`config.mk`:
```
export PLATFORM = sky130hd
export DESIGN_NAME = ltg_guard
export DESIGN_NICKNAME = d
export VERILOG_FILES = /design/src/logic/ltg_pkg.sv /design/src/logic/ltg_bank_if.sv /design/src/logic/ltg_bank.sv /design/src/logic/ltg_guard.sv
export VERILOG_INCLUDE_DIRS = /design/src /design/src/logic
export SDC_FILE = /design/constraint.sdc
export NUM_CORES = 1
export LEC_CHECK = 0
export BUFFER_PORTS_ARGS = -buffer_cell sky130_fd_sc_hd__clkbuf_2
export CORE_ASPECT_RATIO = 0.5
export CORE_MARGIN = 5
export CORE_UTILIZATION = 55
export DETAILED_ROUTE_END_ITERATION = 10
export GPL_ROUTABILITY_DRIVEN = 0
export PLACE_DENSITY = 0.71
export RECOVER_POWER = 100
export SYNTH_ARGS = -nofsm -noshare
export SYNTH_HDL_FRONTEND = slang
export SYNTH_SLANG_ARGS = --single-unit
export TNS_END_PERCENT = 30
```
`constraint.sdc`:
```
create_clock -name i_clk -period 17.9 [get_ports i_clk]
set_input_delay 3.58 -clock i_clk [delete_from_list [all_inputs] [get_ports i_clk]]
set_output_delay 3.58 -clock i_clk [all_outputs]
set_load 0.03 [all_outputs]
```
`src/logic/ltg_cfg.svh`:
```
/*
 * timing constants of the command spacing guard for a low-power ddr
 * sdram core; assumes a 25 MHz controller clock (40 ns period).
 */
`ifndef LTG_CFG_SVH
`define LTG_CFG_SVH
`define LTG_CLK_PS 40000
// minimum times in ps, as printed in ns; last two in us, ras max a maximum
`define LTG_CKESR_PS 15000
`define LTG_XSR_EXTRA_PS 10000
`define LTG_RFCAB_PS 130000
`define LTG_XP_PS 7500
`define LTG_RTP_PS 7500
`define LTG_RP_PS 15000
`define LTG_RCD_PS 15000
`define LTG_RAS_PS 42000
`define LTG_WTR_PS 7500
`define LTG_RRD_PS 10000
`define LTG_FAW_PS 50000
`define LTG_FAW_SLOW_PS 60000
`define LTG_DERATE_PS 1875
`define LTG_DPD_US 500
`define LTG_RAS_MAX_US 70
// clock-count floors
`define LTG_CKESR_NCK 3
`define LTG_XSR_NCK 2
`define LTG_XP_NCK 2
`define LTG_RTP_NCK 2
`define LTG_RP_NCK 3
`define LTG_RAS_NCK 3
`define LTG_WTR_NCK 2
`define LTG_RRD_NCK 2
`define LTG_FAW_NCK 8
// boot timing set in ps
`define LTG_BOOT_PS 18000
// clock period above which the clock-count floors apply, ps
`define LTG_FLOOR_PS 6000
`define LTG_CNT_W 16
`define LTG_LONG_W 24
`endif

```
`src/logic/ltg_pkg.sv`:
```
/*
 * types of the command spacing guard; no assumptions beyond the header.
 */
package ltg_pkg;
    typedef enum logic [2:0] {
        LTG_CMD_NOP = 3'h0,
        LTG_CMD_ACT = 3'h1,
        LTG_CMD_RD = 3'h2,
        LTG_CMD_WR = 3'h3,
        LTG_CMD_PRE = 3'h4,
        LTG_CMD_PREA = 3'h5,
        LTG_CMD_OTHER = 3'h6
    } ltg_cmd_t;
    typedef enum logic [1:0] {
        LTG_PW_ACTIVE = 2'h0,
        LTG_PW_SREF = 2'h1,
        LTG_PW_DPD = 2'h3,
        LTG_PW_PDN = 2'h2
    } ltg_pw_t;
endpackage
```
`src/logic/ltg_bank_if.sv`:
```
/*
 * interface between the guard top and the per-bank timer.
 * assumes a single clock shared by both ends.
 */
`timescale 1ns/1ps
interface ltg_bank_if;
    logic act;
    logic pre;
    logic rd;
    logic wr_end;
    logic [15:0] rp_cyc;
    logic [15:0] rc_cyc;
    logic [15:0] ras_cyc;
    logic [23:0] rasmax_cyc;
    logic [3:0] act_ok;
    logic [3:0] pre_ok;
    logic [3:0] expire;
    logic [3:0] open;
    logic [1:0] bank;
    modport top (output act, pre, rd, wr_end, rp_cyc, rc_cyc, ras_cyc,
        rasmax_cyc, bank, input act_ok, pre_ok, expire, open);
    modport bnk (input act, pre, rd, wr_end, rp_cyc, rc_cyc, ras_cyc,
        rasmax_cyc, bank, output act_ok, pre_ok, expire, open);
endinterface

```
`src/logic/ltg_bank.sv`:
```
/*
 * per-bank timers: precharge, row cycle, row active, read to precharge,
 * open row age.  assumes requests are already accepted by the top.
 */
`timescale 1ns/1ps
`include "ltg_cfg.svh"
module ltg_bank (
    input wire logic i_clk,
    input wire logic i_rst,
    ltg_bank_if.bnk b,
    input wire logic [15:0] i_rtp_cyc,
    input wire logic i_pre_all
);
    genvar g;
    generate
        for (g = 0; g < 4; g++) begin : g_bank
            logic [15:0] pre_q, pre_d, act_q, act_d, rtp_q, rtp_d;
            logic [23:0] age_q, age_d;
            logic open_q, open_d;
            logic hit;
            // next state of one bank's timers
            always_comb begin
                hit = (b.bank == 2'(g));
                pre_d = (pre_q != 16'h0) ? pre_q - 16'h1 : pre_q;
                act_d = (act_q != 16'h0) ? act_q - 16'h1 : act_q;
                rtp_d = (rtp_q != 16'h0) ? rtp_q - 16'h1 : rtp_q;
                age_d = open_q ? age_q + 24'h1 : 24'h0;
                open_d = open_q;
                if (b.act && hit) begin
                    act_d = b.rc_cyc;
                    pre_d = b.ras_cyc;
                    open_d = 1'b1;
                    age_d = 24'h0;
                end
                if (b.rd && hit)
                    rtp_d = i_rtp_cyc;
                if (b.pre && (hit || i_pre_all)) begin
                    pre_d = b.rp_cyc;
                    open_d = 1'b0;
                end
            end
            // registers of one bank
            always_ff @(posedge i_clk or posedge i_rst) begin
                if (i_rst) begin
                    pre_q <= 16'h0;
                    act_q <= 16'h0;
                    rtp_q <= 16'h0;
                    age_q <= 24'h0;
                    open_q <= 1'b0;
                end else begin
                    pre_q <= pre_d;
                    act_q <= act_d;
                    rtp_q <= rtp_d;
                    age_q <= age_d;
                    open_q <= open_d;
                end
            end
            // act needs both the precharge and the row cycle timers spent
            assign b.act_ok[g] = !open_q && pre_q == 16'h0 && act_q == 16'h0;
            assign b.pre_ok[g] = pre_q == 16'h0 && rtp_q == 16'h0;
            assign b.expire[g] = open_q && age_q >= b.rasmax_cyc;
            assign b.open[g] = open_q;
        end
    endgenerate
endmodule // ltg_bank

```
`src/logic/ltg_guard.sv`:
```
/*
 * command spacing guard: sits in the memory controller in front of a
 * low-power ddr sdram, holding each requested command until its minimum
 * spacing is met, and driving the clock enable for the power states.
 * assumes one request held stable until o_grant, inputs synchronous.
 */
// Function
// - keep clock enable low in self-refresh for max of 3 clocks, 15 ns
// - after self-refresh exit wait refresh cycle plus 10 ns, 2 clocks
// - after power-down exit wait max of 7.5 ns and 2 clocks
// - read to precharge same bank spaced max of 7.5 ns, 2 clocks
// - single-bank precharge to activate waits max of 15 ns, 3 clocks
// - all-bank precharge to activate waits max of 15 ns, 3 clocks
// - last write data to read waits max of 7.5 ns, 2 clocks
// - activates to different banks spaced max of 10 ns, 2 clocks
// - at most four activates in rolling window, 50 or 60 ns, 8 clocks
// - stay in deep power-down at least 500 us before exit
// - same-bank activates spaced by row active plus precharge time
// - derating adds 1.875 ns to row timings when in force
// - use boot timing set until the device is configured
// - clock-count floors apply only when period exceeds 6 ns
`timescale 1ns/1ps
`include "ltg_cfg.svh"
module ltg_guard #(
    parameter int DPD_CYC = `LTG_DPD_US * 1000000 / `LTG_CLK_PS,
    parameter int RASMAX_CYC = `LTG_RAS_MAX_US * 1000000 / `LTG_CLK_PS
) (
    input wire logic i_clk,
    input wire logic i_rst,
    input wire logic i_req,
    input wire ltg_pkg::ltg_cmd_t i_cmd,
    input wire logic [1:0] i_bank,
    input wire logic i_wr_last, // last write data beat on the bus
    input wire logic [1:0] i_pw_req, // wanted power state
    input wire logic i_derate,
    input wire logic i_configured,
    input wire logic i_slow_faw,
    output logic o_grant,
    output ltg_pkg::ltg_cmd_t o_cmd,
    output logic [1:0] o_bank,
    output logic o_cke,
    output logic [3:0] o_expire
);
    // cycles from ps: round up, with clock floor when period above 6 ns
    function automatic logic [15:0] cyc(input int ps, input int nck,
        input logic drt, input logic boot);
        int t, c;
        t = ps + (drt ? `LTG_DERATE_PS : 0);
        if (boot && t < `LTG_BOOT_PS)
            t = `LTG_BOOT_PS;
        c = (t + `LTG_CLK_PS - 1) / `LTG_CLK_PS;
        if (`LTG_CLK_PS > `LTG_FLOOR_PS && c < nck)
            c = nck;
        if (c < 1)
            c = 1;
        return 16'(c);
    endfunction

    logic boot;
    logic [15:0] rp_c, rc_c, ras_c, rrd_c, rtp_c, wtr_c, faw_c;
    logic [15:0] xp_c, xsr_c, esr_c;
    assign boot = !i_configured;
    assign rp_c = cyc(`LTG_RP_PS, `LTG_RP_NCK, i_derate, boot);
    assign ras_c = cyc(`LTG_RAS_PS, `LTG_RAS_NCK, i_derate, boot);
    // each term derated on its own
    assign rc_c = 16'(ras_c + rp_c);
    assign rrd_c = cyc(`LTG_RRD_PS, `LTG_RRD_NCK, i_derate, boot);
    assign rtp_c = cyc(`LTG_RTP_PS, `LTG_RTP_NCK, 1'b0, boot);
    assign wtr_c = cyc(`LTG_WTR_PS, `LTG_WTR_NCK, 1'b0, boot);
    assign faw_c = cyc(i_slow_faw ? `LTG_FAW_SLOW_PS : `LTG_FAW_PS,
        `LTG_FAW_NCK, 1'b0, boot);
    assign xp_c = cyc(`LTG_XP_PS, `LTG_XP_NCK, 1'b0, boot);
    assign xsr_c = cyc(`LTG_RFCAB_PS + `LTG_XSR_EXTRA_PS, `LTG_XSR_NCK,
        1'b0, boot);
    assign esr_c = cyc(`LTG_CKESR_PS, `LTG_CKESR_NCK, 1'b0, boot);

    ltg_bank_if bi ();
    ltg_bank u_bank (
        .i_clk(i_clk),
        .i_rst(i_rst),
        .b(bi.bnk),
        .i_rtp_cyc(rtp_c),
        .i_pre_all(i_cmd == ltg_pkg::LTG_CMD_PREA)
    );

    ltg_pkg::ltg_pw_t pw_q, pw_d;
    logic [15:0] rrd_q, rrd_d, wtr_q, wtr_d, exit_q, exit_d;
    logic [23:0] low_q, low_d;
    logic [15:0] faw_q [4];
    logic [15:0] faw_d [4];
    logic [1:0] fp_q, fp_d;
    logic grant_q, grant_d, cke_q, cke_d;
    ltg_pkg::ltg_cmd_t cmd_q, cmd_d;
    logic [1:0] bank_q, bank_d;
    logic [3:0] exp_q;
    logic ok, fire, act_ok_all;

    // per-command legality
    always_comb begin
        act_ok_all = bi.act_ok[i_bank] && rrd_q == 16'h0
            && faw_q[fp_q] == 16'h0;
        unique case (i_cmd)
            ltg_pkg::LTG_CMD_ACT: ok = act_ok_all;
            // the last write beat of this very cycle blocks a read too
            ltg_pkg::LTG_CMD_RD: ok = wtr_q == 16'h0 && !i_wr_last;
            ltg_pkg::LTG_CMD_PRE: ok = bi.pre_ok[i_bank];
            ltg_pkg::LTG_CMD_PREA: ok = &bi.pre_ok;
            ltg_pkg::LTG_CMD_NOP: ok = 1'b1;
            default: ok = 1'b1;
        endcase
        fire = i_req && !grant_q && ok && pw_q == ltg_pkg::LTG_PW_ACTIVE
            && exit_q == 16'h0;
    end

    assign bi.act = fire && i_cmd == ltg_pkg::LTG_CMD_ACT;
    assign bi.pre = fire && (i_cmd == ltg_pkg::LTG_CMD_PRE
        || i_cmd == ltg_pkg::LTG_CMD_PREA);
    assign bi.rd = fire && i_cmd == ltg_pkg::LTG_CMD_RD;
    assign bi.wr_end = i_wr_last;
    assign bi.rp_cyc = rp_c;
    assign bi.rc_cyc = rc_c;
    assign bi.ras_cyc = ras_c;
    assign bi.rasmax_cyc = 24'(RASMAX_CYC);
    assign bi.bank = i_bank;

    // next values of shared timers, power state and outputs
    always_comb begin
        rrd_d = (rrd_q != 16'h0) ? rrd_q - 16'h1 : rrd_q;
        wtr_d = (wtr_q != 16'h0) ? wtr_q - 16'h1 : wtr_q;
        exit_d = (exit_q != 16'h0) ? exit_q - 16'h1 : exit_q;
        for (int i = 0; i < 4; i++)
            faw_d[i] = (faw_q[i] != 16'h0) ? faw_q[i] - 16'h1 : faw_q[i];
        fp_d = fp_q;
        low_d = (low_q != 24'hFFFFFF) ? low_q + 24'h1 : low_q;
        pw_d = pw_q;
        cke_d = cke_q;
        if (i_wr_last)
            wtr_d = wtr_c;
        if (bi.act) begin
            rrd_d = rrd_c;
            faw_d[fp_q] = faw_c;
            fp_d = fp_q + 2'h1;
        end
        unique case (pw_q)
            ltg_pkg::LTG_PW_ACTIVE: begin
                if (i_pw_req != 2'h0 && exit_q == 16'h0 && !i_req) begin
                    pw_d = ltg_pkg::ltg_pw_t'(i_pw_req);
                    cke_d = 1'b0;
                    low_d = 24'h0;
                end
            end
            ltg_pkg::LTG_PW_SREF: begin
                if (i_pw_req != 2'(ltg_pkg::LTG_PW_SREF)
                    && low_q >= 24'(esr_c)) begin
                    pw_d = ltg_pkg::LTG_PW_ACTIVE;
                    cke_d = 1'b1;
                    exit_d = xsr_c;
                end
            end
            ltg_pkg::LTG_PW_PDN: begin
                if (i_pw_req != 2'(ltg_pkg::LTG_PW_PDN)) begin
                    pw_d = ltg_pkg::LTG_PW_ACTIVE;
                    cke_d = 1'b1;
                    exit_d = xp_c;
                end
            end
            ltg_pkg::LTG_PW_DPD: begin
                if (i_pw_req != 2'(ltg_pkg::LTG_PW_DPD)
                    && low_q >= 24'(DPD_CYC)) begin
                    pw_d = ltg_pkg::LTG_PW_ACTIVE;
                    cke_d = 1'b1;
                    exit_d = xsr_c;
                end
            end
        endcase
        grant_d = fire;
        cmd_d = fire ? i_cmd : ltg_pkg::LTG_CMD_NOP;
        bank_d = fire ? i_bank : bank_q;
    end

    // registers
    always_ff @(posedge i_clk or posedge i_rst) begin
        if (i_rst) begin
            rrd_q <= 16'h0;
            wtr_q <= 16'h0;
            exit_q <= 16'h0;
            for (int i = 0; i < 4; i++)
                faw_q[i] <= 16'h0;
            fp_q <= 2'h0;
            low_q <= 24'h0;
            pw_q <= ltg_pkg::LTG_PW_ACTIVE;
            cke_q <= 1'b1;
            grant_q <= 1'b0;
            cmd_q <= ltg_pkg::LTG_CMD_NOP;
            bank_q <= 2'h0;
            exp_q <= 4'h0;
        end else begin
            rrd_q <= rrd_d;
            wtr_q <= wtr_d;
            exit_q <= exit_d;
            faw_q <= faw_d;
            fp_q <= fp_d;
            low_q <= low_d;
            pw_q <= pw_d;
            cke_q <= cke_d;
            grant_q <= grant_d;
            cmd_q <= cmd_d;
            bank_q <= bank_d;
            exp_q <= bi.expire;
        end
    end

    assign o_grant = grant_q;
    assign o_cmd = cmd_q;
    assign o_bank = bank_q;
    assign o_cke = cke_q;
    assign o_expire = exp_q;
endmodule // ltg_guard

```
Yosys cells after proc, flatten, opt, wreduce, memory -nomap -nowiden
Index checks and enable logic that the tools add are counted.

Bits in registers: 443. Bits in latches: 0. RAM bits: 0. Memory bits (read-only): 0. Bits of input ports: 14. Memories kept: 0.

$add $sub $neg: 41. Multiply operators: 0. Div/mod/pow operators: 6. Order comparisons: 25. Equal/unequal tests: 18. Shifts and indexed selects: 0. Muxes and demuxes: 103. Bitwise logic cells: 1. Reduce and logical (&&, ||, !) cells: 118.

Operator list (count): $mux W16 (50); $reduce_bool A16 Y1 (19); $sub A16 B1 Y16 const B (19); $mux W24 (11); $logic_not A16 Y1 (16); $mux W32 (8); $add A32 B17 Y32 const B (6); $div A32 B17 Y32 const B (6); $lt A32 B2 Y1 const B (6); $sub A32 B2 Y32 const B (6); $lt A32 B3 Y1 const B (5); $add A24 B1 Y24 const B (5); $ge A24 B11 Y1 const B (4); $bwmux W64 (1); $lt A32 B16 Y1 const B (2); $mux W64 (1); $pmux W16 S3 (1); $logic_and A1 B1 Y1 (47); $mux W15 (3); $add A15 B32 Y32 const A (1); $add A17 B32 Y32 const A (1); $bmux W16 S2 (1); $demux W16 S2 (1); $lt A32 B5 Y1 const B (1); other kinds (33) (91).

Longest topological paths before layout
Gate-level depths: netlist of run 1.

Depth in word-level cells: 15. Mapped depth: 13.

By module
From an unflattened synthesis of run 1, not the netlist that was laid out.

Cells, all modules: 2924. Area, all modules: 26384.1 um^2.

By module, submodules not included: ltg_bank (times used 1, cells an instance 2128, area each 18611.6 um^2); ltg_guard (times used 1, cells an instance 796, area each 7772.5 um^2).

Least setup slack after synthesis of run 1
Ideal clock, no wire load.

Path type: in2reg. Start point: in i_cmd[0]. End point: reg bank_q[0] (netlist: o_bank[0]). Library setup time: 0.125 ns. Arrival: 5.590 ns. Required time: 17.775 ns. Slack: 12.185 ns. Stages: 8. Path buffers: 1. Cells stage by stage: inv_1 > nand3_1 > o21ai_0 > o31ai_1 > a211oi_4 > buf_6 > nand2b_4 > mux2_2.

Cells in the longest elaborated chain, start to end: 5. Elaborated cells on any way between the ends: 8. Classes of those cells: eq/ne (4); mux (1); reduce/logical (3).

Ends and longest elaborated chain: from (decl) (line ltg_guard.sv:31) `input wire ltg_pkg::ltg_cmd_t i_cmd,`; $eq A3 B3 Y1 (tied with other cells) (line ltg_guard.sv:102) `unique case (i_cmd)`; $pmux W1 S4 (*) (line ltg_guard.sv:102); $logic_and A1 B1 Y1 (*) (2 in a row) (line ltg_guard.sv:111) `fire = i_req && !grant_q && ok && pw_q == ltg_pkg::LTG_PW_ACTIVE`; $logic_and A1 B1 Y1 (*) (line ltg_guard.sv:112) `&& exit_q == 16'h0;`; to (signal assigned) (line ltg_guard.sv:208) `bank_q <= bank_d;`; to (decl) (line ltg_guard.sv:94) `logic [1:0] bank_q, bank_d;`.

Mark *: on every way between the ends. The rest lies on a longest branch, timed or not. A chain may end at the register's enable or synchronous reset.

==> report_table.html, run 1 <==
<table>
<tr><th>Metric</th><th>Value</th></tr>
<tr><th colspan="2">CTS</th></tr>
<tr><td>CTS buffer count</td><td>41</td></tr>
<tr><td>Maximum root-to-sink buffer count</td><td>3</td></tr>
<tr><td>CTS tree</td><td>built</td></tr>
<tr><td>Clock net sink count</td><td>443</td></tr>
<tr><td>Clock network latency to the later pin of the worst-skew pair</td><td>approximately 0.55 ns</td></tr>
<tr><td>Post-CTS Hold Fix Bufs</td><td>0</td></tr>
<tr><td>Number of H-tree levels</td><td>2</td></tr>
<tr><td>Post-CTS setup buffer count</td><td>0</td></tr>
<tr><td>Clock slew seen by the registers of the worst setup and hold paths</td><td>0.06 ns</td></tr>
<tr><td>Cell at the root of the clock tree</td><td>clkbuf_16</td></tr>
<tr><td>CTS-repair resized insts</td><td>0</td></tr>
<tr><th colspan="2">Drt</th></tr>
<tr><td>WL/cell</td><td>13.79 um</td></tr>
<tr><td>Iteration-0 DRC Markers</td><td>909</td></tr>
<tr><td>Post-Route WL</td><td>38230 um</td></tr>
<tr><td>Remaining design rule violation count</td><td>0</td></tr>
<tr><td>Via count</td><td>14902</td></tr>
<tr><td>Mean number of vias per cell</td><td>5.376</td></tr>
<tr><td>Detailed Routing Iterations Pass 1</td><td>5</td></tr>
<tr><td>Routed Antenna Nets</td><td>0</td></tr>
<tr><th colspan="2">STA</th></tr>
<tr><td>Worst hold slack</td><td>0.4645 ns</td></tr>
<tr><td>Ratio of final minimum period to clock period</td><td>a little under three fifths</td></tr>
<tr><td>Final critical-path required period</td><td>between 9 and 10 ns</td></tr>
<tr><td>Final setup violation count</td><td>0</td></tr>
<tr><td>Number of max-slew violations in the final report</td><td>427</td></tr>
<tr><td>Worst slew pin tran</td><td>5.407 ns</td></tr>
<tr><td>Setup repair after global routing missed its margin</td><td>no</td></tr>
<tr><td>Relative slew slack</td><td>-262.5%</td></tr>
<tr><td>Clock tree skew after final layout</td><td>approximately 0.018 ns</td></tr>
<tr><td>Total negative setup slack</td><td>0 ns</td></tr>
<tr><td>Highest achievable clock rate</td><td>0.1002 GHz</td></tr>
<tr><td>Hold violation count in the final report</td><td>0</td></tr>
<tr><th colspan="2">Setup path</th></tr>
<tr><td>Stages on worst setup path</td><td>3</td></tr>
<tr><td>Worst path top cell family by delay</td><td>buffers and inverters</td></tr>
<tr><td>Critical path fanouts, max</td><td>around 120</td></tr>
<tr><td>Top cell by count, worst path</td><td>clkbuf_1</td></tr>
<tr><td>Worst reg2reg endpoint</td><td>u_bank.g_bank[1].rtp_q[10]</td></tr>
<tr><td>Slowest cell on the critical path</td><td>clkinvlp_2</td></tr>
<tr><td>CP peak stage delay</td><td>3.00 ns</td></tr>
<tr><td>R2R Path Start</td><td>u_bank.g_bank[2].act_q[2]</td></tr>
<tr><td>Worst Path Arrival</td><td>9.72 ns</td></tr>
<tr><td>CP bufs+invs</td><td>3</td></tr>
<tr><td>Worst setup path endpoint</td><td>u_bank.g_bank[1].act_q[8]</td></tr>
<tr><td>Worst reg-to-reg path cell count</td><td>9</td></tr>
<tr><td>Data required time at the worst endpoint</td><td>about 18 ns</td></tr>
<tr><td>Worst reg2reg setup slack</td><td>12.55 ns</td></tr>
<tr><td>List of cells traversed by the critical path</td><td>clkbuf_1 -&gt; clkinvlp_2 -&gt; clkbuf_1</td></tr>
<tr><td>Crit path kind</td><td>in2async</td></tr>
<tr><td>Category of the worst setup path launch point</td><td>input port</td></tr>
<tr><td>Launch point of the worst path</td><td>i_rst</td></tr>
<tr><td>Kind of end point of the critical path</td><td>asynchronous set/reset pin</td></tr>
<tr><th colspan="2">Synth</th></tr>
<tr><td>Share of flip-flops with an asynchronous set or reset after synthesis</td><td>100.0%</td></tr>
<tr><td>Fraction of the yosys area taken by sequential cells</td><td>51.09%</td></tr>
<tr><td>Total of flip-flops plus latches after synthesis</td><td>443</td></tr>
<tr><td>Cell area after technology mapping</td><td>about 0.022 sq mm</td></tr>
<tr><td>Syn nets</td><td>2228</td></tr>
<tr><td>Average size of a mapped cell</td><td>9.960 sq um</td></tr>
<tr><td>Synth Flop Type</td><td>dfrtp_1</td></tr>
<tr><td>Post-synthesis cell count</td><td>2179</td></tr>
<tr><td>Share of Yosys cell area claimed by the top area cell type</td><td>approximately half</td></tr>
<tr><td>Yosys Warn Count</td><td>0</td></tr>
<tr><td>Count of unique library cells instantiated by Yosys</td><td>71</td></tr>
<tr><td>Largest cells by area after synthesis</td><td>dfrtp_1 51%, xnor2_1 7.9%, xor2_1 5.5%, nor2_1 5.3%, nand2_1 3.3%</td></tr>
<tr><td>Cell taking the most area after synthesis</td><td>dfrtp_1</td></tr>
<tr><td>Number of synthesized flops with an enable pin</td><td>0</td></tr>
<tr><th colspan="2">Layout</th></tr>
<tr><td>Signed area change from the synthesized netlist to the final layout</td><td>8.873%</td></tr>
<tr><td>Fraction of final layout cells sized beyond drive strength 1</td><td>5.176%</td></tr>
<tr><td>Post-layout nets</td><td>2258</td></tr>
<tr><td>Finished Layout Cells</td><td>2772</td></tr>
<tr><th colspan="2">Placed design</th></tr>
<tr><td>Half-perimeter wire length after placement</td><td>25010 um</td></tr>
<tr><td>Total placed cells including tap cells</td><td>between 2000 and 3000</td></tr>
<tr><td>Buffers on Ports</td><td>21</td></tr>
<tr><th colspan="2">Run status</th></tr>
<tr><td>Failing checks</td><td>max-capacitance violations, max-slew violations</td></tr>
<tr><td>Run status</td><td>finished, violations left</td></tr>
<tr><th colspan="2">Die</th></tr>
<tr><td>Top-level port count</td><td>25</td></tr>
<tr><td>FP Rows</td><td>slightly above 50</td></tr>
<tr><td>Placeable core area</td><td>0.03892 sq mm</td></tr>
<tr><td>Horizontal die dimension</td><td>290.9 um</td></tr>
<tr><td>Initial Utilization</td><td>55.75%</td></tr>
<tr><td>Area enclosed by the die boundary</td><td>0.04377 sq mm</td></tr>
<tr><td>Vertical die dimension</td><td>150.5 um</td></tr>
<tr><th colspan="2">Hold path</th></tr>
<tr><td>HP Class</td><td>reg2reg</td></tr>
<tr><td>Launch instance of the worst min-delay path</td><td>rrd_q[4]</td></tr>
<tr><th colspan="2">Global route</th></tr>
<tr><td>Wire length of the first global-routing pass</td><td>slightly below 70000 um</td></tr>
<tr><td>Residual overflow from global routing</td><td>0</td></tr>
<tr><td>Largest net degree at the start of global routing</td><td>174</td></tr>
<tr><td>Tot GR Track Use</td><td>18.15%</td></tr>
<tr><td>Via count of the first global-routing pass</td><td>14938</td></tr>
<tr><td>Number of antenna violations at the first check in global routing</td><td>0</td></tr>
<tr><th colspan="2">Pwr</th></tr>
<tr><td>Peak supply drop</td><td>0.08646 mV</td></tr>
<tr><td>Cell leakage power</td><td>9.626 nW</td></tr>
<tr><td>Overall power after layout</td><td>~3.0 mW</td></tr>
<tr><td>Power density cells</td><td>approximately 130 mW/mm^2</td></tr>
<tr><th colspan="2">Flow run</th></tr>
<tr><td>Number of maximum-capacitance violations</td><td>12</td></tr>
</table>
-- cell usage in the layout (no fill, tap or decap), types with 11 or more instances in the layout --
master and instances:
nor2_1 304, xor2_1 137, ha_1 35, o21a_1 14, or2_2 11, nor4_1 85
or4_1 23, and2_1 14, and2_0 66, nand2b_1 20, a21oi_1 29, or3_1 42
clkbuf_8 11, mux2_2 13, nor3_1 103, clkbuf_1 25, nand3_1 67, nor2b_1 25
nor3b_1 23, xnor2_1 196, a21boi_0 11, dfrtp_1 442, o21ai_0 73, and3_1 23
inv_1 64, nand4_1 32, clkbuf_16 43, nand2_1 192
-- power breakdown --
| part | internal [mW] | leakage, nW | switching, mW |
|---|---|---|---|
| sequential | 1.24 | 5.33 | 0.245 |
| clock | 0.544 | 0.709 | 0.382 |
| combinational | 0.268 | 3.59 | 0.287 |
| total | 2.05 | 9.63 | 0.914 |
-- synthesized netlist by cell type, types with 3 or more instances --
library cell	n
dfrtp_1	442
nor2_1	304
xnor2_1	196
nand2_1	192
xor2_1	137
nor3_1	102
nor4_1	82
and2_1	80
o21ai_0	73
nand3_1	67
inv_1	65
or3_1	42
ha_1	35
nand4_1	32
a21oi_1	29
clkbuf_1	27
nor2b_1	25
and3_1	23
or4_1	22
nor3b_1	19
nand2b_1	18
o21a_1	14
mux2_2	13
or2_2	12
a21boi_0	10
nand4b_1	9
and4_1	8
nand3b_1	8
buf_2	7
mux2i_1	6
nor4_4	5
o31ai_1	5
a31oi_1	4
nor4b_1	4
o41ai_1	4
or3b_2	4
or4_4	4
a211o_1	3
a21o_1	3
o211ai_1	3
-- cells by family after synthesis --
group	Yosys count	share of synthesized area (%)
adder cells (fa/ha/maj)	35	2.018
flip-flops	443	51.09
buffers and inverters	104	1.908
multiplexers	19	0.9513
AO/OA/AOI/OAI	166	4.751
XOR/XNOR	333	13.44
AND/OR/NAND/NOR	1079	25.85
-- cell type report --
class                           instances  area (sq um)
Antenna cell                            1         2.502
Clock buffer                           60          1250
Clock inverter                         15         183.9
Fill cell                            3253         15300
Inverter                               65         245.2
Multi-Input combinational cell       1632         10070
Sequential cell                       443         11090
Tap cell                              530         663.1
Timing Repair Buffer                   26         121.4
-- metal layers --
layer / share of wire (%) / GRT usage (%)
met1: 50 / 25.78
met2: 45 / 29.78
met3: 3.2 / 2.978
met4: 1.3 / 4.298
met5: 0 / 0
-- per-stage QoR --
step           worst slack (ns)  utilization, %  instance area [sq um]
6_report                  7.917           60.70                  23630
4_1_cts                   12.00           61.14                  23800
3_3_place_gp              11.41           57.45                  22360
2_1_floorplan             1.978               -                  21700
3_5_place_dp              11.42           57.45                  22360
5_1_grt                   6.173           60.69                  23630
-- state kept, by name, summed over array words and instances (netlist names), 3 cells and up --
register	count
u_bank.g_bank.rtp_q	64
o_cmd	3
rrd_q	16
u_bank.g_bank.age_q	96
u_bank.g_bank.open_q	4
faw_q	64
u_bank.g_bank.act_q	64
low_q	24
wtr_q	16
o_expire	4
exit_q	16
u_bank.g_bank.pre_q	64
-- worst min-delay path by stage --
stage,endpoint,depth (start not counted)
after floorplan,rrd_q[9],1
after global placement,u_bank.g_bank[3].pre_q[4],1
after detailed placement,u_bank.g_bank[3].act_q[9],1
after CTS,rrd_q[9],1
after global routing,u_bank.g_bank[0].act_q[15],1
final,rrd_q[4],1
No activity file was read; power rests on OpenSTA's default activity.
==> inputs of run 2 (changes only) <==
==> constraint.sdc (replaced) <==
create_clock -name i_clk -period 9.5 [get_ports i_clk]
set_input_delay 1.9 -clock i_clk [delete_from_list [all_inputs] [get_ports i_clk]]
set_output_delay 1.9 -clock i_clk [all_outputs]
set_load 0.03 [all_outputs]
==> run 2 against run 1 <==
  * The flow still finishes with violations (max-capacitance violations, max-slew violations)
  * Via count rose by 0.34%
  * Cell area decreased by 0.20%
  * Non-clock buffer count rose by 1
  * Critical path type is now in2reg
==> report_table.html, run 2 (synthesis gave the netlist of run 1 again) <==
<table>
<tr><th>Metric</th><th>Value</th></tr>
<tr><th colspan="2">Pwr</th></tr>
<tr><td>Power density cells</td><td>234.8 mW/mm^2</td></tr>
<tr><td>Overall power after layout</td><td>5.536 mW</td></tr>
<tr><td>Sw Share</td><td>30.62%</td></tr>
<tr><td>Cell leakage power</td><td>9.613 nW</td></tr>
<tr><td>Sw power</td><td>1.695 mW</td></tr>
<tr><td>Fraction of power consumed by the clock network</td><td>30.8%</td></tr>
<tr><td>Share of power burned in registers</td><td>between 50 and 60%</td></tr>
<tr><td>Internal power component</td><td>3.841 mW</td></tr>
<tr><td>Peak supply drop</td><td>between 0.15 and 0.2 mV</td></tr>
<tr><td>Gate power share</td><td>18.7%</td></tr>
<tr><th colspan="2">STA</th></tr>
<tr><td>Slack of the critical path</td><td>~3.9 ns</td></tr>
<tr><td>Final critical-path required period</td><td>5.638 ns</td></tr>
<tr><td>Worst slew pin tran</td><td>3.242 ns</td></tr>
<tr><td>Total negative setup slack</td><td>0 ns</td></tr>
<tr><td>Number of max-slew violations in the final report</td><td>279</td></tr>
<tr><td>Setup repair after global routing missed its margin</td><td>no</td></tr>
<tr><td>Clock tree skew after final layout</td><td>0.01317 ns</td></tr>
<tr><td>Worst hold slack</td><td>0.4593 ns</td></tr>
<tr><td>Hold violation count in the final report</td><td>0</td></tr>
<tr><td>Final setup violation count</td><td>0</td></tr>
<tr><td>Highest achievable clock rate</td><td>roughly 0.18 GHz</td></tr>
<tr><td>Ratio of final minimum period to clock period</td><td>approximately three fifths</td></tr>
<tr><td>Relative slew slack</td><td>-116.1%</td></tr>
<tr><th colspan="2">CTS</th></tr>
<tr><td>Post-CTS setup buffer count</td><td>0</td></tr>
<tr><td>Maximum root-to-sink buffer count</td><td>3</td></tr>
<tr><td>Clock net sink count</td><td>443</td></tr>
<tr><td>Clock network latency to the later pin of the worst-skew pair</td><td>between 0.5 and 0.6 ns</td></tr>
<tr><td>CTS buffer count</td><td>41</td></tr>
<tr><td>Number of H-tree levels</td><td>2</td></tr>
<tr><td>Clock slew seen by the registers of the worst setup and hold paths</td><td>0.06 ns</td></tr>
<tr><td>Cell at the root of the clock tree</td><td>clkbuf_16</td></tr>
<tr><td>Post-CTS Hold Fix Bufs</td><td>0</td></tr>
<tr><td>CTS-repair resized insts</td><td>0</td></tr>
<tr><td>CTS tree</td><td>built</td></tr>
<tr><th colspan="2">Run status</th></tr>
<tr><td>Run status</td><td>finished, violations left</td></tr>
<tr><td>Failing checks</td><td>max-capacitance violations, max-slew violations</td></tr>
<tr><th colspan="2">Global route</th></tr>
<tr><td>Residual overflow from global routing</td><td>0</td></tr>
<tr><td>Number of antenna violations at the first check in global routing</td><td>1</td></tr>
<tr><td>Tot GR Track Use</td><td>17.82%</td></tr>
<tr><td>Largest net degree at the start of global routing</td><td>approximately 190</td></tr>
<tr><td>Via count of the first global-routing pass</td><td>14389</td></tr>
<tr><td>Wire length of the first global-routing pass</td><td>67620 um</td></tr>
<tr><th colspan="2">Layout</th></tr>
<tr><td>Finished Layout Cells</td><td>2772</td></tr>
<tr><td>Register bank with the most flops</td><td>u_bank.g_bank.age_q</td></tr>
<tr><td>Commonest cells after routing, fill and taps aside</td><td>442 x dfrtp_1, 304 x nor2_1, 196 x xnor2_1</td></tr>
<tr><td>Most common cell after layout, fill and taps aside</td><td>dfrtp_1</td></tr>
<tr><td>Number of flip-flops under the largest register name</td><td>96</td></tr>
<tr><td>Post-layout nets</td><td>2259</td></tr>
<tr><td>Fraction of final layout cells sized beyond drive strength 1</td><td>slightly below 5%</td></tr>
<tr><td>Signed area change from the synthesized netlist to the final layout</td><td>8.654%</td></tr>
<tr><td>Non-Filler Cell Area, Final</td><td>approximately 0.024 sq mm</td></tr>
<tr><td>Finished Core Util</td><td>roughly three fifths</td></tr>
<tr><th colspan="2">Drt</th></tr>
<tr><td>WL/cell</td><td>13.61 um</td></tr>
<tr><td>Remaining design rule violation count</td><td>0</td></tr>
<tr><td>Iteration-0 DRC Markers</td><td>about 800</td></tr>
<tr><td>Post-Route WL</td><td>between 30000 and 40000 um</td></tr>
<tr><td>Detailed Routing Iterations Pass 1</td><td>5</td></tr>
<tr><td>Routed Antenna Nets</td><td>0</td></tr>
<tr><td>Mean number of vias per cell</td><td>5.394</td></tr>
<tr><td>Via count</td><td>14952</td></tr>
<tr><th colspan="2">Setup path</th></tr>
<tr><td>Crit path kind</td><td>in2reg</td></tr>
<tr><td>R2R Path Start</td><td>u_bank.g_bank[2].act_q[2]</td></tr>
<tr><td>Worst reg2reg setup slack</td><td>4.04 ns</td></tr>
<tr><td>Worst Path Arrival</td><td>5.93 ns</td></tr>
<tr><td>Worst reg-to-reg path cell count</td><td>8</td></tr>
<tr><td>Data required time at the worst endpoint</td><td>just under 10 ns</td></tr>
<tr><td>Category of the worst setup path launch point</td><td>input port</td></tr>
<tr><td>Critical path fanouts, max</td><td>17</td></tr>
<tr><td>Kind of end point of the critical path</td><td>flip-flop</td></tr>
<tr><td>Worst reg2reg endpoint</td><td>u_bank.g_bank[3].rtp_q[13]</td></tr>
<tr><th colspan="2">Die</th></tr>
<tr><td>Initial Utilization</td><td>55.75%</td></tr>
<tr><td>Vertical die dimension</td><td>150.5 um</td></tr>
<tr><td>FP Rows</td><td>51</td></tr>
<tr><td>Area enclosed by the die boundary</td><td>0.04377 sq mm</td></tr>
<tr><td>Placeable core area</td><td>0.03892 sq mm</td></tr>
<tr><td>Top-level port count</td><td>25</td></tr>
<tr><td>Horizontal die dimension</td><td>290.9 um</td></tr>
<tr><th colspan="2">Placed design</th></tr>
<tr><td>Post-placement worst setup slack</td><td>4.523 ns</td></tr>
<tr><td>Placed instance area</td><td>0.02237 sq mm</td></tr>
<tr><td>Buffers on Ports</td><td>21</td></tr>
<tr><td>Half-perimeter wire length after placement</td><td>24800 um</td></tr>
<tr><td>Total placed cells including tap cells</td><td>2697</td></tr>
<tr><th colspan="2">Hold path</th></tr>
<tr><td>Min-Delay Endpoint</td><td>u_bank.g_bank[3].pre_q[10]</td></tr>
<tr><td>Cell count of the worst hold path</td><td>1</td></tr>
<tr><td>HP Class</td><td>reg2reg</td></tr>
<tr><td>Launch instance of the worst min-delay path</td><td>u_bank.g_bank[3].pre_q[10]</td></tr>
<tr><th colspan="2">Flow run</th></tr>
<tr><td>Number of maximum-capacitance violations</td><td>12</td></tr>
</table>
==> run 2: cell count changes in the layout (fill, tap and decap cells not counted), moves of 2 or more <==
cell,delta
clkbuf_1,+2
clkinv_2,-2
and2_1,-4
buf_4,+2
and2_0,+4
clkinvlp_4,-2
==> run 2: cell type report <==
class | instances | area [sq um]
Antenna cell | 1 | 2.502
Clock buffer | 64 | 1265
Clock inverter | 10 | 128.9
Fill cell | 3318 | 15340
Inverter | 65 | 245.2
Multi-Input combinational cell | 1632 | 10050
Sequential cell | 443 | 11090
Tap cell | 530 | 663.1
Timing Repair Buffer | 27 | 133.9
==> run 2: how the worst max path moves through the flow <==
stage | from | endpoint | depth (start not counted)
detailed placement | i_cmd[0] | fp_q[1] | 8
global route | i_bank[0] | u_bank.g_bank[2].rtp_q[15] | 7
floorplan | i_rst | exit_q[0] | 1
finish | i_bank[0] | u_bank.g_bank[3].rtp_q[13] | 7
global placement | i_cmd[0] | fp_q[1] | 8
CTS | i_cmd[0] | fp_q[1] | 8
==> run 2: metal layers <==
metal  GRT usage [%]  vias up  wire length, um
li1                -     7499                -
met4           3.823        0              613
met1           25.57     7292            19210
met5               0        -                0
met3           2.904       46             1018
met2           29.15      115            16870
==> run 2: worst max-delay path, cell delays in order <==
cell and delay (ns):
clkbuf_1 0.34, inv_1 0.17, or4_1 0.54, a211oi_1 0.26, a211oi_1 0.36, nor4_1 2.16, nor2_1 0.18
==> run 2: power groups by stage <==
| stage | clock [mW] | combinational (mW) | sequential [mW] |
|---|---|---|---|
| after floorplan | 0 | 0.889 | 2.73 |
| after detailed placement | 0 | 1.05 | 2.81 |
| final | 1.70 | 1.04 | 2.80 |
| after global placement | 0 | 1.01 | 2.80 |
| after global routing | 1.85 | 1.20 | 2.87 |
| after CTS | 1.76 | 1.06 | 2.79 |
